===== src/rtl/mbrs_pkg.sv =====
// Package with the constants, register map and carrier types of the brake sequencer.
package mbrs_pkg;

  // Clock and timebase; all programmable times count 10 ms ticks.
  localparam int CLK_PERIOD_NS = 100;
  localparam int TICK_NS       = 10_000_000;
  localparam int TICK_CYC      = (TICK_NS + CLK_PERIOD_NS - 1) / CLK_PERIOD_NS;

  // Confirmation window after the request changes, in milliseconds.
  localparam int CONFIRM_MS    = 500;
  localparam int CONFIRM_TICKS = (CONFIRM_MS * 1_000_000) / TICK_NS;

  // Terminal counts and function selection codes.
  localparam int N_IN  = 12;
  localparam int N_OUT = 7;
  localparam logic [7:0] FSEL_CONFIRM  = 8'h0f;
  localparam logic [7:0] FSEL_REQ_POS  = 8'h14;
  localparam logic [7:0] FSEL_REQ_NEG  = 8'h78;

  // Programmable settings: times in 10 ms, speed in 0.01 Hz.
  localparam logic [11:0] SETTLE_MAX = 12'h1f4;
  localparam logic [11:0] SETTLE_RST = 12'h01e;
  localparam logic [11:0] HOLD_MAX   = 12'hbb8;
  localparam logic [11:0] HOLD_RST   = 12'h12c;
  localparam logic [11:0] ENGAGE_MAX = 12'hbb8;
  localparam logic [11:0] ENGAGE_RST = 12'h258;

  // Register byte addresses.
  localparam logic [7:0] A_SETTLE   = 8'h00;
  localparam logic [7:0] A_HOLD     = 8'h04;
  localparam logic [7:0] A_ENGAGE   = 8'h08;
  localparam logic [7:0] A_IN_SEL0  = 8'h0c;
  localparam logic [7:0] A_OUT_SEL0 = 8'h18;
  localparam logic [7:0] A_STATE    = 8'h20;
  localparam logic [7:0] A_IRQ_STAT = 8'h24;
  localparam logic [7:0] A_IRQ_MASK = 8'h28;
  localparam int N_IN_WORDS  = 3;
  localparam int N_OUT_WORDS = 2;

  // Interrupt status bit positions.
  localparam int IRQ_FAULT = 0;
  localparam int IRQ_RISE  = 1;
  localparam int IRQ_FALL  = 2;
  localparam int N_IRQ     = 3;

  // Sequencer states.
  typedef enum logic [2:0] {
    ST_IDLE, ST_FLUX, ST_SETTLE, ST_HOLD, ST_RUN, ST_ZONE
  } mbrs_state_t;

  // Drive status from logic on the same clock.
  typedef struct packed {
    logic        premag;
    logic        run;
    logic        flux_ok;
    logic        shutoff;
    logic        pos_mode;
    logic        target_reached;
    logic        feed_start;
    logic [15:0] speed;
  } mbrs_drive_t;

  // Register bus request.
  typedef struct packed {
    logic [7:0]  addr;
    logic [31:0] wdata;
    logic        wr;
    logic        rd;
  } mbrs_bus_t;

endpackage : mbrs_pkg


===== src/rtl/mbrs_sequencer.sv =====
// Brake release sequencer: request output, timers, fault check and registers.
`timescale 1ns/100ps
// Notes on behaviour
// [RULE1] Input terminals selected as code 15 carry the release confirmation.
// [RULE2] Output terminals code 20 drive the request high-true, code 120 inverted.
// [RULE3] Fault when confirmation stays unchanged after the request changes.
// [RULE4] The brake releases while the request is high, engages while low.
// [RULE5] Request rises when flux is ready after pre-excitation or run command.
// [RULE6] Request drops at once whenever the drive output is shut off.
// [RULE7] In the zone, speed at threshold then hold time elapses drops the request.
// [RULE8] Zone opens at deceleration start, closes on request drop or new feed.
// [RULE9] Pre-excitation first, then request, then ramp after settle time.
// [RULE10] A run command during settle still leads to the ramp.
// [RULE11] Without pre-excitation run raises the request; ramp waits for settle time.
// [RULE12] Hold timer clears on expiry, output shutoff or a new feed start.
// [RULE13] Settle time programmable 0 to 5 s, default 0.3 s.
// [RULE14] Hold time programmable 0 to 30 s, default 3 s.
// [RULE15] Engage speed threshold programmable 0 to 30 Hz, default 6 Hz.
// [RULE16] The fault flag stays latched until software clears it or reset.
module mbrs_sequencer #(
  parameter int TICK_CYC = mbrs_pkg::TICK_CYC
) (
  // Clock and reset.
  input  wire logic                         i_core_clk,
  input  wire logic                         i_rst_n,
  // Drive status on the core clock.
  input  wire mbrs_pkg::mbrs_drive_t        i_drive,
  // Terminal pins.
  input  wire logic [mbrs_pkg::N_IN-1:0]    i_term_in,
  output logic      [mbrs_pkg::N_OUT-1:0]   o_term_out,
  // Sequencer outputs.
  output logic                              o_release_req,
  output logic                              o_ramp_enable,
  output logic                              o_seq_fault,
  output logic                              o_irq,
  // Register port.
  input  wire mbrs_pkg::mbrs_bus_t          i_bus,
  output logic      [31:0]                  o_rdata
);

  // Clamp a written setting to its allowed maximum.
  function automatic logic [11:0] clamp(input logic [31:0] v, input logic [11:0] mx);
    clamp = (v > {20'h00000, mx}) ? mx : v[11:0];
  endfunction : clamp

  // Decode one byte lane of a select word.
  function automatic logic [7:0] lane(input logic [31:0] w, input int k);
    lane = w[k*8 +: 8];
  endfunction : lane

  logic [11:0]                  settle_time;
  logic [11:0]                  hold_time;
  logic [11:0]                  engage_speed;
  logic [7:0]                   in_sel  [mbrs_pkg::N_IN];
  logic [7:0]                   out_sel [mbrs_pkg::N_OUT];
  logic [mbrs_pkg::N_IRQ-1:0]   irq_stat;
  logic [mbrs_pkg::N_IRQ-1:0]   irq_mask;
  logic [mbrs_pkg::N_IN-1:0]    pin_meta;
  logic [mbrs_pkg::N_IN-1:0]    pin_sync;
  logic                         confirm;
  logic                         cmd_prev;
  logic                         cmd_rise;
  mbrs_pkg::mbrs_state_t        state;
  mbrs_pkg::mbrs_state_t        next_state;
  logic                         next_req;
  logic                         req;
  logic                         req_prev;
  logic                         req_rise;
  logic                         req_fall;
  logic                         settle_done;
  logic                         hold_run;
  logic                         hold_clear;
  logic                         hold_done;
  logic                         chk_pending;
  logic                         chk_done;
  logic                         fault_evt;
  logic                         below_thr;
  logic                         decel_start;
  logic [31:0]                  next_rdata;

  // Pins cross two flops before any logic reads them.
  always_ff @(posedge i_core_clk or negedge i_rst_n)
  begin
    if (!i_rst_n)
    begin
      pin_meta <= '0;
      pin_sync <= '0;
    end
    else
    begin
      pin_meta <= i_term_in;
      pin_sync <= pin_meta;
    end
  end

  // Any terminal assigned the confirm function contributes to it.
  always_comb
  begin
    confirm = 1'b0;
    for (int i = 0; i < mbrs_pkg::N_IN; i++)
      if (in_sel[i] == mbrs_pkg::FSEL_CONFIRM) // RULE1
        confirm = confirm | pin_sync[i];
  end

  // Output terminals carry the request in either polarity; others idle low.
  always_ff @(posedge i_core_clk or negedge i_rst_n)
  begin
    if (!i_rst_n)
      o_term_out <= '0;
    else
      for (int j = 0; j < mbrs_pkg::N_OUT; j++)
        o_term_out[j] <= (out_sel[j] == mbrs_pkg::FSEL_REQ_POS && req) || // RULE2
                         (out_sel[j] == mbrs_pkg::FSEL_REQ_NEG && !req);   // RULE2
  end

  // A start needs a fresh command edge, so a stop is not undone by a held command.
  assign cmd_rise    = (i_drive.premag | i_drive.run) & ~cmd_prev;
  assign below_thr   = i_drive.speed <= {4'h0, engage_speed};
  assign decel_start = !i_drive.run || (i_drive.pos_mode && i_drive.target_reached); // RULE8

  always_ff @(posedge i_core_clk or negedge i_rst_n)
  begin
    if (!i_rst_n)
      cmd_prev <= 1'b0;
    else
      cmd_prev <= i_drive.premag | i_drive.run;
  end

  // Next state and request; output shutoff overrides every other condition.
  always_comb
  begin
    next_state = state;
    next_req   = req;
    if (i_drive.shutoff)
    begin
      next_state = mbrs_pkg::ST_IDLE;
      next_req   = 1'b0; // RULE6
    end
    else
      unique case (state)
        mbrs_pkg::ST_IDLE:
          if (cmd_rise)
            next_state = mbrs_pkg::ST_FLUX;
        mbrs_pkg::ST_FLUX:
          if (!(i_drive.premag || i_drive.run))
            next_state = mbrs_pkg::ST_IDLE;
          else if (i_drive.flux_ok)
          begin
            next_state = mbrs_pkg::ST_SETTLE;
            next_req   = 1'b1; // RULE5 RULE9 RULE11
          end
        mbrs_pkg::ST_SETTLE:
          if (settle_done)
            next_state = i_drive.run ? mbrs_pkg::ST_RUN : mbrs_pkg::ST_HOLD; // RULE10 RULE11
        mbrs_pkg::ST_HOLD:
          if (i_drive.run)
            next_state = mbrs_pkg::ST_RUN; // RULE9
          else if (!i_drive.premag)
          begin
            next_state = mbrs_pkg::ST_IDLE;
            next_req   = 1'b0;
          end
        mbrs_pkg::ST_RUN:
          if (decel_start)
            next_state = mbrs_pkg::ST_ZONE; // RULE8
        mbrs_pkg::ST_ZONE:
          if (i_drive.feed_start && i_drive.run)
            next_state = mbrs_pkg::ST_RUN; // RULE8
          else if (hold_done)
          begin
            next_state = mbrs_pkg::ST_IDLE;
            next_req   = 1'b0; // RULE7
          end
        default:
        begin
          next_state = mbrs_pkg::ST_IDLE;
          next_req   = 1'b0;
        end
      endcase
  end

  // Sequencer state and request register.
  always_ff @(posedge i_core_clk or negedge i_rst_n)
  begin
    if (!i_rst_n)
    begin
      state    <= mbrs_pkg::ST_IDLE;
      req      <= 1'b0;
      req_prev <= 1'b0;
    end
    else
    begin
      state    <= next_state;
      req      <= next_req; // RULE4
      req_prev <= req;
    end
  end

  assign req_rise      = req & ~req_prev;
  assign req_fall      = ~req & req_prev;
  assign o_release_req = req;
  assign o_ramp_enable = (state == mbrs_pkg::ST_RUN);

  // Settle timer counts only while the request is up and ramp is held back.
  mbrs_timer #(
    .TICK_CYC (TICK_CYC)
  ) u_settle (
    .i_core_clk (i_core_clk),
    .i_rst_n    (i_rst_n),
    .i_clear    (state != mbrs_pkg::ST_SETTLE),
    .i_run      (state == mbrs_pkg::ST_SETTLE),
    .i_limit    (settle_time),
    .o_done     (settle_done)
  );

  // Hold timer runs in the zone once speed is at or below the threshold.
  assign hold_run   = (state == mbrs_pkg::ST_ZONE) && below_thr; // RULE7
  // Expiry clears it too, as the state leaves the zone on that same edge; feeding
  // the done flag back into the clear would close a combinational loop.
  assign hold_clear = i_drive.shutoff ||
                      (state != mbrs_pkg::ST_ZONE) ||
                      i_drive.feed_start; // RULE12

  mbrs_timer #(
    .TICK_CYC (TICK_CYC)
  ) u_hold (
    .i_core_clk (i_core_clk),
    .i_rst_n    (i_rst_n),
    .i_clear    (hold_clear),
    .i_run      (hold_run),
    .i_limit    (hold_time),
    .o_done     (hold_done)
  );

  // The confirmation has one window to follow each request change.
  always_ff @(posedge i_core_clk or negedge i_rst_n)
  begin
    if (!i_rst_n)
      chk_pending <= 1'b0;
    else if (req != req_prev)
      chk_pending <= 1'b1;
    else if (chk_done || confirm == req)
      chk_pending <= 1'b0;
  end

  mbrs_timer #(
    .TICK_CYC (TICK_CYC)
  ) u_confirm (
    .i_core_clk (i_core_clk),
    .i_rst_n    (i_rst_n),
    .i_clear    (!chk_pending || req != req_prev),
    .i_run      (chk_pending),
    .i_limit    (12'(mbrs_pkg::CONFIRM_TICKS)),
    .o_done     (chk_done)
  );

  assign fault_evt   = chk_pending && chk_done && (confirm != req); // RULE3
  assign o_seq_fault = irq_stat[mbrs_pkg::IRQ_FAULT];
  assign o_irq       = |(irq_stat & irq_mask);

  // Sticky status: a new event in the clearing cycle keeps its bit set.
  always_ff @(posedge i_core_clk or negedge i_rst_n)
  begin
    if (!i_rst_n)
      irq_stat <= '0;
    else
    begin
      for (int b = 0; b < mbrs_pkg::N_IRQ; b++)
        if (i_bus.wr && i_bus.addr == mbrs_pkg::A_IRQ_STAT && i_bus.wdata[b])
          irq_stat[b] <= 1'b0;
      if (fault_evt)
        irq_stat[mbrs_pkg::IRQ_FAULT] <= 1'b1; // RULE16
      if (req_rise)
        irq_stat[mbrs_pkg::IRQ_RISE] <= 1'b1;
      if (req_fall)
        irq_stat[mbrs_pkg::IRQ_FALL] <= 1'b1;
    end
  end

  // Settings registers; out-of-range writes clamp to the maximum.
  always_ff @(posedge i_core_clk or negedge i_rst_n)
  begin
    if (!i_rst_n)
    begin
      settle_time  <= mbrs_pkg::SETTLE_RST; // RULE13
      hold_time    <= mbrs_pkg::HOLD_RST;   // RULE14
      engage_speed <= mbrs_pkg::ENGAGE_RST; // RULE15
      irq_mask     <= '0;
    end
    else if (i_bus.wr)
      unique case (i_bus.addr)
        mbrs_pkg::A_SETTLE:   settle_time  <= clamp(i_bus.wdata, mbrs_pkg::SETTLE_MAX);
        mbrs_pkg::A_HOLD:     hold_time    <= clamp(i_bus.wdata, mbrs_pkg::HOLD_MAX);
        mbrs_pkg::A_ENGAGE:   engage_speed <= clamp(i_bus.wdata, mbrs_pkg::ENGAGE_MAX);
        mbrs_pkg::A_IRQ_MASK: irq_mask     <= i_bus.wdata[mbrs_pkg::N_IRQ-1:0];
        default:              irq_mask     <= irq_mask;
      endcase
  end

  // Terminal function selects, four bytes to a word.
  always_ff @(posedge i_core_clk or negedge i_rst_n)
  begin
    if (!i_rst_n)
    begin
      for (int i = 0; i < mbrs_pkg::N_IN; i++)
        in_sel[i] <= 8'h00;
      for (int j = 0; j < mbrs_pkg::N_OUT; j++)
        out_sel[j] <= 8'h00;
    end
    else if (i_bus.wr)
    begin
      for (int i = 0; i < mbrs_pkg::N_IN; i++)
        if (i_bus.addr == mbrs_pkg::A_IN_SEL0 + 8'(4 * (i / 4)))
          in_sel[i] <= lane(i_bus.wdata, i % 4);
      for (int j = 0; j < mbrs_pkg::N_OUT; j++)
        if (i_bus.addr == mbrs_pkg::A_OUT_SEL0 + 8'(4 * (j / 4)))
          out_sel[j] <= lane(i_bus.wdata, j % 4);
    end
  end

  // Read mux; unmapped addresses read zero.
  always_comb
  begin
    next_rdata = 32'h0000_0000;
    unique case (i_bus.addr)
      mbrs_pkg::A_SETTLE:   next_rdata = {20'h00000, settle_time};
      mbrs_pkg::A_HOLD:     next_rdata = {20'h00000, hold_time};
      mbrs_pkg::A_ENGAGE:   next_rdata = {20'h00000, engage_speed};
      mbrs_pkg::A_STATE:    next_rdata = {25'h0000000, state, 1'b0, confirm, o_ramp_enable, req};
      mbrs_pkg::A_IRQ_STAT: next_rdata = {29'h00000000, irq_stat};
      mbrs_pkg::A_IRQ_MASK: next_rdata = {29'h00000000, irq_mask};
      default:
      begin
        for (int i = 0; i < mbrs_pkg::N_IN; i++)
          if (i_bus.addr == mbrs_pkg::A_IN_SEL0 + 8'(4 * (i / 4)))
            next_rdata[(i % 4) * 8 +: 8] = in_sel[i];
        for (int j = 0; j < mbrs_pkg::N_OUT; j++)
          if (i_bus.addr == mbrs_pkg::A_OUT_SEL0 + 8'(4 * (j / 4)))
            next_rdata[(j % 4) * 8 +: 8] = out_sel[j];
      end
    endcase
  end

  // Read data stands only in the cycle after the strobe.
  always_ff @(posedge i_core_clk or negedge i_rst_n)
  begin
    if (!i_rst_n)
      o_rdata <= '0;
    else if (i_bus.rd)
      o_rdata <= next_rdata;
    else
      o_rdata <= '0;
  end

endmodule : mbrs_sequencer


===== src/rtl/mbrs_timer.sv =====
// Tick-based timer used for the settle, hold and confirmation intervals.
`timescale 1ns/100ps
module mbrs_timer #(
  parameter int TICK_CYC = mbrs_pkg::TICK_CYC
) (
  // Clock and reset.
  input  wire logic        i_core_clk,
  input  wire logic        i_rst_n,
  // Control.
  input  wire logic        i_clear,
  input  wire logic        i_run,
  input  wire logic [11:0] i_limit,
  // Status.
  output logic             o_done
);

  localparam int PW = $clog2(TICK_CYC + 1);
  localparam logic [PW-1:0] PLAST = PW'(TICK_CYC - 1);

  logic [PW-1:0] presc;
  logic [11:0]   ticks;

  // Prescaler restarts with the timer so every interval is full length.
  always_ff @(posedge i_core_clk or negedge i_rst_n)
  begin
    if (!i_rst_n)
      presc <= '0;
    else if (i_clear || !i_run || presc == PLAST)
      presc <= '0;
    else
      presc <= presc + PW'(1);
  end

  // Tick counter saturates at the limit; a zero limit is done at once.
  always_ff @(posedge i_core_clk or negedge i_rst_n)
  begin
    if (!i_rst_n)
      ticks <= '0;
    else if (i_clear)
      ticks <= '0;
    else if (i_run && presc == PLAST && ticks < i_limit)
      ticks <= ticks + 12'h001;
  end

  assign o_done = i_run && !i_clear && (ticks >= i_limit);

endmodule : mbrs_timer


===== config.mk =====
export PLATFORM = sky130hd
export DESIGN_NAME = mbrs_sequencer
export DESIGN_NICKNAME = d
export VERILOG_FILES = /design/src/rtl/mbrs_pkg.sv /design/src/rtl/mbrs_sequencer.sv /design/src/rtl/mbrs_timer.sv
export SDC_FILE = /design/constraint.sdc
export NUM_CORES = 1
export LEC_CHECK = 0
export BUFFER_PORTS_ARGS = -buffer_cell sky130_fd_sc_hd__buf_4
export CAP_MARGIN = 15
export CORE_MARGIN = 2
export CORE_UTILIZATION = 38
export CTS_CLUSTER_DIAMETER = 100
export CTS_CLUSTER_SIZE = 24
export DETAILED_ROUTE_END_ITERATION = 8
export PLACE_DENSITY = 0.51
export SKIP_LAST_GASP = 1
export SYNTH_ARGS = -nofsm -noshare
export SYNTH_HDL_FRONTEND = slang
export SYNTH_SLANG_ARGS = --single-unit

===== constraint.sdc =====
create_clock -name i_core_clk -period 8.7 [get_ports i_core_clk]
set_clock_uncertainty 0.2 [all_clocks]
set_input_delay 0 -clock i_core_clk [delete_from_list [all_inputs] [get_ports i_core_clk]]
set_output_delay 0 -clock i_core_clk [all_outputs]
set_load 0.02 [all_outputs]

# == Word-level counts from Yosys, hierarchy flattened ==
# Index checks and enable logic that the tools add are counted.
# word_totals
regBits,351
input_bits,79
output_inout_bits,43
word_cells,293
# op_classes
add_sub_neg,6
magnitude_cmp,9
n_eq_ne,62
muxes,72
bitwise,19
reduce_logical,84
# ops
cell,count
$pmux W32 S6,1
$mux W8,19
$eq A8 B4 Y1 const B,14
$mux W12,8
$eq A8 B5 Y1 const B,11
$eq A8 B7 Y1 const B,7
$add A17 B1 Y17 const B,3
$eq A17 B17 Y1 const B,3
$mux W17,3
$add A12 B1 Y12 const B,3
$logic_and A1 B1 Y1,35
$mux W3,11
$gt A32 B12 Y1 const B,1
$gt A32 B9 Y1 const B,1
$mux W32,1
$mux W1,27
$ne A3 B3 Y1 const B,9
$eq A8 B6 Y1 const B,3
$ge A12 B12 Y1,2
$lt A12 B12 Y1,2
$logic_or A1 B1 Y1,19
$pmux W3 S6,1
$reduce_and A2 Y1,9
$le A16 B12 Y1,1
other kinds (23),58

# == Logic depth before layout (Yosys ltp) ==
# Gate-level depths: netlist (run 1).
# logic_depth
word_depth,28
depth_mapped,10
depth_no_buf,8

# == Hierarchy ==
# Synthesis (run 1) repeated with hierarchy kept, for this count alone.
# unflattened
cells_unflattened,1609
hier_area_um2,17585.6
# by_module_without_submodules
module,n_inst,cells_per_inst,area_per_inst_um2,seq_area_each_um2
mbrs_sequencer,1,976,11831.3,6621.4
mbrs_timer at u_confirm ...,2,213,1906.8,725.7
mbrs_timer at u_settle,1,207,1940.6,725.7

# == Worst setup path after synthesis (run 1) ==
# OpenSTA, ideal clock, no wires.
# synth_path
path_type,reg-to-reg
from,register engage_speed[9]
to,register u_hold.ticks[10]
setup_ns,0.078
t_arrival_ns,2.498
required_ns,8.422
path_slack_ns,5.924
stages_incl_launch_ff,10
n_path_buf,1
period_less_slack_ns,2.776
path_cell_list,dfstp_2 inv_1 ha_1 a21oi_1 o21ai_0 or4_1 o21a_1 buf_6 or4_1 a21oi_1
# synth_between
elab_chain_len,5
# synth_lines
item,line,rtl
from (decl),mbrs_sequencer.sv:53,logic [11:0] engage_speed;
from (signal assigned),mbrs_sequencer.sv:287,engage_speed <= mbrs_pkg::ENGAGE_RST;
from (signal assigned),mbrs_sequencer.sv:294,"mbrs_pkg::A_ENGAGE: engage_speed <= clamp(i_bus.wdata, mbrs_pkg::ENGAGE_MAX);"
$le A16 B12 Y1,mbrs_sequencer.sv:118,"assign below_thr = i_drive.speed <= {4'h0, engage_speed};"
$logic_and A1 B1 Y1,mbrs_sequencer.sv:217,assign hold_run = (state == mbrs_pkg::ST_ZONE) && below_thr;
$logic_and A1 B1 Y1 (2 in a row),mbrs_timer.sv:41,else if (i_run && presc == PLAST && ticks < i_limit)
$reduce_bool A2 Y1 (no source line),--,
to (signal assigned),mbrs_timer.sv:42,ticks <= ticks + 12'h001;
to (decl),mbrs_timer.sv:21,logic [11:0] ticks;
# Every way passes these cells.
# A chain may end at the register's enable or synchronous reset.

# == Worst setup path after layout (run 1) ==
# layout_path
from,register engage_speed[9]
to,"register req, in the netlist o_release_req"
# layout_between
elab_chain_len,6
# layout_lines
item,line,rtl
$le A16 B12 Y1,mbrs_sequencer.sv:118,
$logic_and A1 B1 Y1,mbrs_sequencer.sv:217,
$logic_and A1 B1 Y1 (2 in a row),mbrs_timer.sv:45,assign o_done = i_run && !i_clear && (ticks >= i_limit);
$ne A3 B3 Y1 (no source line),--,
$reduce_and A7 Y1 (no source line),--,
to (signal assigned),mbrs_sequencer.sv:194,req <= next_req;
to (decl),mbrs_sequencer.sv:66,logic req;
# Every way passes these cells.

==> flow_metrics.env, run 1 <==
export IMPL_drv_cap=0
export IMPL_ios=122
export IMPL_ir_drop_mv=0.178
export IMPL_clock_root_buffer="clkbuf_16"
export IMPL_grt_start_max_net_pins=159
export IMPL_layout_drive_gt1_share=0.188
export IMPL_drc=0
export IMPL_synth_cells=1541
export IMPL_tns_ns=0
export IMPL_dieArea_um2=45400
export IMPL_crit_fanout=5
export IMPL_final_common_cell="dfrtp_1"
export IMPL_grt_pass1_vias=12900
export IMPL_synth_cell_type_count=70
export IMPL_portBuffers=121
export IMPL_ys_seq_area_frac=0.530
export IMPL_synth_edf_count=0
export IMPL_fmax_ghz=0.239
export IMPL_syn_num_nets=1665
export IMPL_timing_final_ws_setup_ns=4.52
export IMPL_path_cells="inv_1, ha_1, a21oi_1, o21ai_0, or4_1, o21ai_0, dlygate4sd3_1, buf_4, o211ai_1, dlygate4sd3_1, a32oi_1, dlygate4sd3_1"
export IMPL_clockBufferDepth=3
export IMPL_ys_flop_type="dfrtp_1"
export IMPL_htree_levels=1
export IMPL_synth_top_family_by_area="simple AND/OR/NAND/NOR gates"
export IMPL_cts_resized_gates=0
export IMPL_clk_latency_ns=0.54
export IMPL_routabilityCongestion=0.828
export IMPL_die_x_um=213
export IMPL_synthXorXnorAreaFrac=0.0248
export IMPL_drt_iter0_drc=1065
export IMPL_grt_util_all_layers=0.217
export IMPL_relSlewSlack=0.307
export IMPL_leakagePower_nw=8.74
export IMPL_worstMarginPinSlew_ns=1.04
export IMPL_wl_um=48900
export IMPL_antenna_left=0
export IMPL_grt_overflow=0
export IMPL_cts_sinks=351
export IMPL_place_hpwl_um=33700
export IMPL_cpPeakStageDelay_ns=0.58
export IMPL_total_power_mw=3.16
export IMPL_fin_cells=2325
export IMPL_syn_area_um2=16600
export IMPL_rows=76
export IMPL_cp_arrival_ns=4.45
export IMPL_yosys_warnings=0
export IMPL_placed_cell_area_um2=18100
export IMPL_critPathLaunchType="flip-flop"
export IMPL_antenna_found_initial=0
export IMPL_synth_simple_area_share=0.155
export IMPL_grt_setup_unrepaired="false"
export IMPL_cts_buffers=19
export IMPL_grt_pass1_wl_um=75600
export IMPL_async_flop_share=1.00
export IMPL_yosys_area_share_adder=0.0339
export IMPL_required_ns=8.97
export IMPL_avgSynthCellArea_um2=10.8
export IMPL_utilization=0.457
export IMPL_slew_viol_final=0
export IMPL_synth_compound_area_frac=0.121
export IMPL_wl_per_cell_um=21.0
export IMPL_pre_cts_ws_ns=5.23
export IMPL_syn_to_final_growth_pct=18.7
export IMPL_crit_top_cell="dlygate4sd3_1"
export IMPL_first_pass_iters=6
export IMPL_die_h_um=213
export IMPL_initial_utilization=0.385
export IMPL_clk_pin_slew_worst_paths_ns=0.10
export IMPL_synth_seq_cells=351
export IMPL_vias_per_cell=5.53
export IMPL_critical_path_class="reg -> reg"
export IMPL_finalSetupViolations=0
export IMPL_min_period_ns=4.18
export IMPL_final_area_um2=19700
export IMPL_cpMaxStageDelayCell="dfstp_2"
export IMPL_hp_class="in -> reg"
export IMPL_hold_slack_ns=0.100
export IMPL_final_cell_mix="339 x dfrtp_1, 141 x mux2_2, 132 x buf_4"
export IMPL_synthMuxAreaShare=0.104
export IMPL_insertedDiodeCount=0
export IMPL_dp_cells=2190
export IMPL_power_density_nw_per_um2=160
export IMPL_core_um2=43100
export IMPL_outcome="finished, final reports clean"
export IMPL_period_share=0.481
export IMPL_nNetsFinal=1852
export IMPL_cts_tree="done"
export IMPL_hold_viol_final=0
export IMPL_endpoint_kind="flip-flop"
export IMPL_vias=12900
kinds of logic (layout without fill, tap and decap cells):
group,after synthesis,count (layout)
DFF,351,351
AOI/OAI and AO/OA,308,308
muxes,155,155
and+or+nand+nor,501,501
adders and majority gates,45,45
buffers and inverters,134,333
xor gates and xnor gates,47,47
repair_timing:
item,4_1_cts,5_1_grt
endpoints found under the hold margin,350,0
setup buffers,0,0
hold buffers,101,0
setup endpoints to repair,0,0
flip-flops by register name, summed over array words and instances, names as in the netlist, 17 cells and up:
signal / flops
u_hold.presc: 17
in_sel: 96
o_rdata: 32
u_confirm.presc: 17
u_settle.presc: 17
out_sel: 56
critical path, delay by kind of cell (launching register included):
kind	cells	cell delay [ns]
buf+inv	5	1.90
compound gates	5	0.65
flops	1	0.58
simple gates	1	0.49
fa+ha+maj	1	0.29
final cells by class:
type,instances,area (um^2)
timing repair buffer,236,2080
tap,585,732
multi-input combinational,1056,7290
sequential,351,8800
clock inverter,3,36.3
inverter,64,240
clock buffer,30,517
fill,4110,23400
synthesized netlist by cell type, types with 10 or more instances:
| master | instances | area [um^2] |
|---|---|---|
| dfrtp_1 | 339 | 8480 |
| mux2_2 | 141 | 1590 |
| nand2_1 | 131 | 492 |
| nor2_1 | 107 | 402 |
| a21oi_1 | 90 | 450 |
| o21ai_0 | 80 | 400 |
| inv_1 | 62 | 233 |
| clkbuf_1 | 57 | 214 |
| ha_1 | 45 | 563 |
| nand3_1 | 41 | 205 |
| nand4_1 | 39 | 244 |
| nor3_1 | 32 | 160 |
| xor2_1 | 28 | 245 |
| nor4_1 | 25 | 156 |
| and3_1 | 22 | 138 |
| a222oi_1 | 21 | 210 |
| or3_1 | 20 | 125 |
| a22oi_1 | 19 | 143 |
| xnor2_1 | 19 | 166 |
| mux2i_1 | 14 | 140 |
| or4_1 | 13 | 97.6 |
| a221oi_1 | 12 | 105 |
| dfstp_2 | 12 | 315 |
| a211oi_1 | 11 | 82.6 |
| nand2b_1 | 11 | 68.8 |
| nor4bb_1 | 11 | 110 |
| o31ai_1 | 11 | 82.6 |
| a21o_1 | 10 | 75.1 |
| and4_1 | 10 | 87.6 |
report_power, final:
part           internal (mW)  leakage, nW  switching [mW]  total, mW
Sequential              1.70         4.71          0.0823       1.78
Combinational          0.166         3.76           0.232      0.398
Clock                  0.424        0.265           0.556      0.980
final timing paths:
check	end	startpoint	slack [ns]	cells after the start
setup / recovery	o_release_req	engage_speed[9]	4.52	12
hold / removal	in_sel[53]	i_bus[15]	0.10	3
setup reg to reg	o_release_req	engage_speed[9]	4.52	12
hold reg to reg	pin_sync[7]	pin_meta[7]	0.15	0
max in group asynchronous	out_sel[30]	i_rst_n	6.63	4
min in group asynchronous	o_rdata[15]	i_rst_n	0.32	3
metal layers:
layer / track usage / up-vias / part of all wire
met5: 0 / - / 0
met4: 0.0743 / 0 / 0.032
met3: 0.0287 / 73 / 0.049
met2: 0.352 / 330 / 0.46
met1: 0.300 / 6464 / 0.46
li1: - / 5994 / -
Power figures use the tool's default switching activity.
==> run 2, diff against run 1 <==
- ABC_AREA: unset -> 1
- PLACE_DENSITY: 0.51 -> 0.5
- clock period: 8.7 -> 4.3 ns (I/O delays scaled with it)
==> flow_metrics.env, run 2 <==
export IMPL_outcome="finished, final reports clean"
export IMPL_intPower_mw=4.62
export IMPL_grt_start_max_net_pins=91
export IMPL_pwr_share_seq=0.551
export IMPL_die_x_um=217
export IMPL_multi_input_area_um2=7250
export IMPL_insertedDiodeCount=0
export IMPL_crit_family="buffers and inverters"
export IMPL_routabilityCongestion=0.869
export IMPL_swShare=0.284
export IMPL_grt_setup_unrepaired="false"
export IMPL_clockBufferDepth=3
export IMPL_ff_latch_area_um2=8800
export IMPL_dieArea_um2=47000
export IMPL_power_switching_mw=1.83
export IMPL_cp_arrival_ns=4.14
export IMPL_relSlewSlack=0.262
export IMPL_die_h_um=217
export IMPL_path_cells="dlygate4sd3_1, buf_4, nor2_4, nand2_2, nor2_2, dlygate4sd3_1, nand2_1, dlygate4sd3_1, nor2_1, nand2_1, dlygate4sd3_1, o21ai_0, dlygate4sd3_1"
export IMPL_largest_register_ffs=96
export IMPL_ir_drop_mv=0.234
export IMPL_first_pass_iters=7
export IMPL_dp_cells=2723
export IMPL_drt_iter0_drc=1328
export IMPL_crit_top_cell="dlygate4sd3_1"
export IMPL_critPathLaunchType="input pin"
export IMPL_htree_levels=1
export IMPL_required_ns=4.58
export IMPL_min_period_ns=3.86
export IMPL_synth_edf_count=0
export IMPL_vias_per_cell=5.17
export IMPL_cpPeakStageDelay_ns=0.72
export IMPL_clkPwrFrac=0.303
export IMPL_dr_wl_met3_um=2730
export IMPL_cts_buffers=18
export IMPL_syn_area_um2=17200
export IMPL_timing_critical_path_buf_inv=6
export IMPL_endpoint_kind="flip-flop"
export IMPL_cts_tree="done"
export IMPL_drc=0
export IMPL_drv_cap=0
export IMPL_ios=122
export IMPL_dr_wl_met2_um=24000
export IMPL_grt_pass1_vias=14300
export IMPL_cts_sinks=351
export IMPL_rows=77
export IMPL_yosys_warnings=0
export IMPL_wl_per_cell_um=18.6
export IMPL_synth_cells=2062
export IMPL_clk_latency_ns=0.55
export IMPL_power_density_nw_per_um2=320
export IMPL_grt_util_all_layers=0.228
export IMPL_layout_drive_gt1_share=0.111
export IMPL_antenna_found_initial=0
export IMPL_worstMarginPinSlew_ns=1.10
export IMPL_final_cell_mix="482 x nand2_1, 339 x dfrtp_1, 238 x o21ai_0"
export IMPL_portBuffers=121
export IMPL_hp_class="in -> reg"
export IMPL_synthTopCellsByArea="dfrtp_1 49%, nand2_1 11%, o21ai_0 6.9%"
export IMPL_syn_num_nets=2186
export IMPL_wl_met1_um=25000
export IMPL_top_regs="in_sel (96), out_sel (56), o_rdata (32)"
export IMPL_grt_overflow=0
export IMPL_syn_to_final_growth_pct=17.3
export IMPL_period_share=0.899
export IMPL_slew_viol_final=0
export IMPL_utilization=0.454
export IMPL_crit_fanout=6
export IMPL_synth_commonest_cells="482 x nand2_1, 339 x dfrtp_1, 238 x o21ai_0"
export IMPL_place_hpwl_um=38100
export IMPL_initial_utilization=0.387
export IMPL_fillers=4401
export IMPL_leakagePower_nw=9.23
export IMPL_synth_cell_type_count=56
export IMPL_antenna_left=0
export IMPL_vias=14700
export IMPL_finalSetupViolations=0
export IMPL_dr_max_layer_used="met4"
export IMPL_async_flop_share=1.00
export IMPL_post_synth_top_count_cell="nand2_1"
export IMPL_top_register="in_sel"
export IMPL_pre_cts_ws_ns=1.40
export IMPL_ys_flop_type="dfrtp_1"
export IMPL_core_um2=44400
export IMPL_cts_setup_buffers=0
export IMPL_wl_um=53100
export IMPL_ys_seq_area_frac=0.512
export IMPL_fin_cells=2850
export IMPL_cpMaxStageDelayCell="dlygate4sd3_1"
export IMPL_avgSynthCellArea_um2=8.34
export IMPL_fmax_ghz=0.259
export IMPL_clk_pin_slew_worst_paths_ns=0.10
export IMPL_clock_root_buffer="clkbuf_16"
export IMPL_synth_seq_cells=351
export IMPL_tns_ns=0
export IMPL_final_common_cell="nand2_1"
export IMPL_placed_cell_area_um2=18700
export IMPL_p_comb_frac=0.146
export IMPL_yosys_area_top_type="dfrtp_1"
export IMPL_yosysTopAreaCellShare=0.493
export IMPL_critical_path_class="in -> reg"
export IMPL_nNetsFinal=2371
export IMPL_hold_viol_final=0
export IMPL_final_area_um2=20200
export IMPL_timing_final_ws_setup_ns=0.435
export IMPL_grt_pass1_wl_um=83200
-- run 2: final timing paths --
path	slack (ns)	depth (start not counted)	startpoint	endpoint
hold reg to reg	0.16	0	pin_meta[6]	pin_sync[6]
min in group asynchronous	0.44	4	i_rst_n	in_sel[75]
max in group asynchronous	2.96	4	i_rst_n	hold_time[2]
setup reg to reg	0.62	12	state[2]	state[0]
hold / removal	0.05	8	i_drive[17]	state[2]
setup / recovery	0.44	13	i_bus[40]	irq_mask[2]
-- run 2: timing repair --
item | in CTS | in global routing
hold endpoints to repair | 495 | 0
hold buffers | 96 | 0
resized for setup | 0 | 0
-- run 2: worst min-delay path, cell delays in order --
cell and delay (ns):
buf_4 0.11, nand2_1 0.08, nor3b_1 0.22, nor4_1 0.10, nand2_1 0.07, inv_2 0.05, nand3_1 0.07, nand2_1 0.05
-- run 2: area by class of cell --
class	instances	area share
flip-flops and latches	351	0.436
multi-input cells	1424	0.360
repair buffers	233	0.101
inverters	219	0.0408
well taps	592	0.0367
clock buffers	30	0.0256
clock inverters	1	0.000558
-- run 2: cells by family after synthesis --
kind of cell             count (synthesis)  share of synthesized area
buffers and inverters                  287                     0.0670
flip-flops                             351                      0.512
AO/OA/AOI/OAI                          433                      0.139
AND/OR/NAND/NOR                        925                      0.239
XOR/XNOR                                21                     0.0107
adder cells (fa/ha/maj)                 45                     0.0327
-- run 2: through the flow --
| stage | hold WS, ns | power, mW |
|---|---|---|
| after floorplan | -0.496 | 4.08 |
| after global placement | -0.108 | 4.46 |
| after detailed placement | -0.109 | 4.47 |
| after CTS | 0.0157 | 6.54 |
| after global routing | 0.111 | 6.80 |
| final | 0.0458 | 6.45 |
-- run 2: metal layers --
metal / track usage / up-vias
li1: - / 7192
met1: 0.328 / 7054
met2: 0.360 / 426
met3: 0.0344 / 67
met4: 0.0619 / 0
met5: 0 / -
-- run 2: power groups by stage --
stage / combinational (mW) / sequential [mW] / clock (mW)
floorplan: 0.486 / 3.59 / 0
global placement: 0.845 / 3.61 / 0
detailed placement: 0.854 / 3.62 / 0
CTS: 0.949 / 3.55 / 2.04
global route: 1.06 / 3.58 / 2.16
finish: 0.944 / 3.55 / 1.95
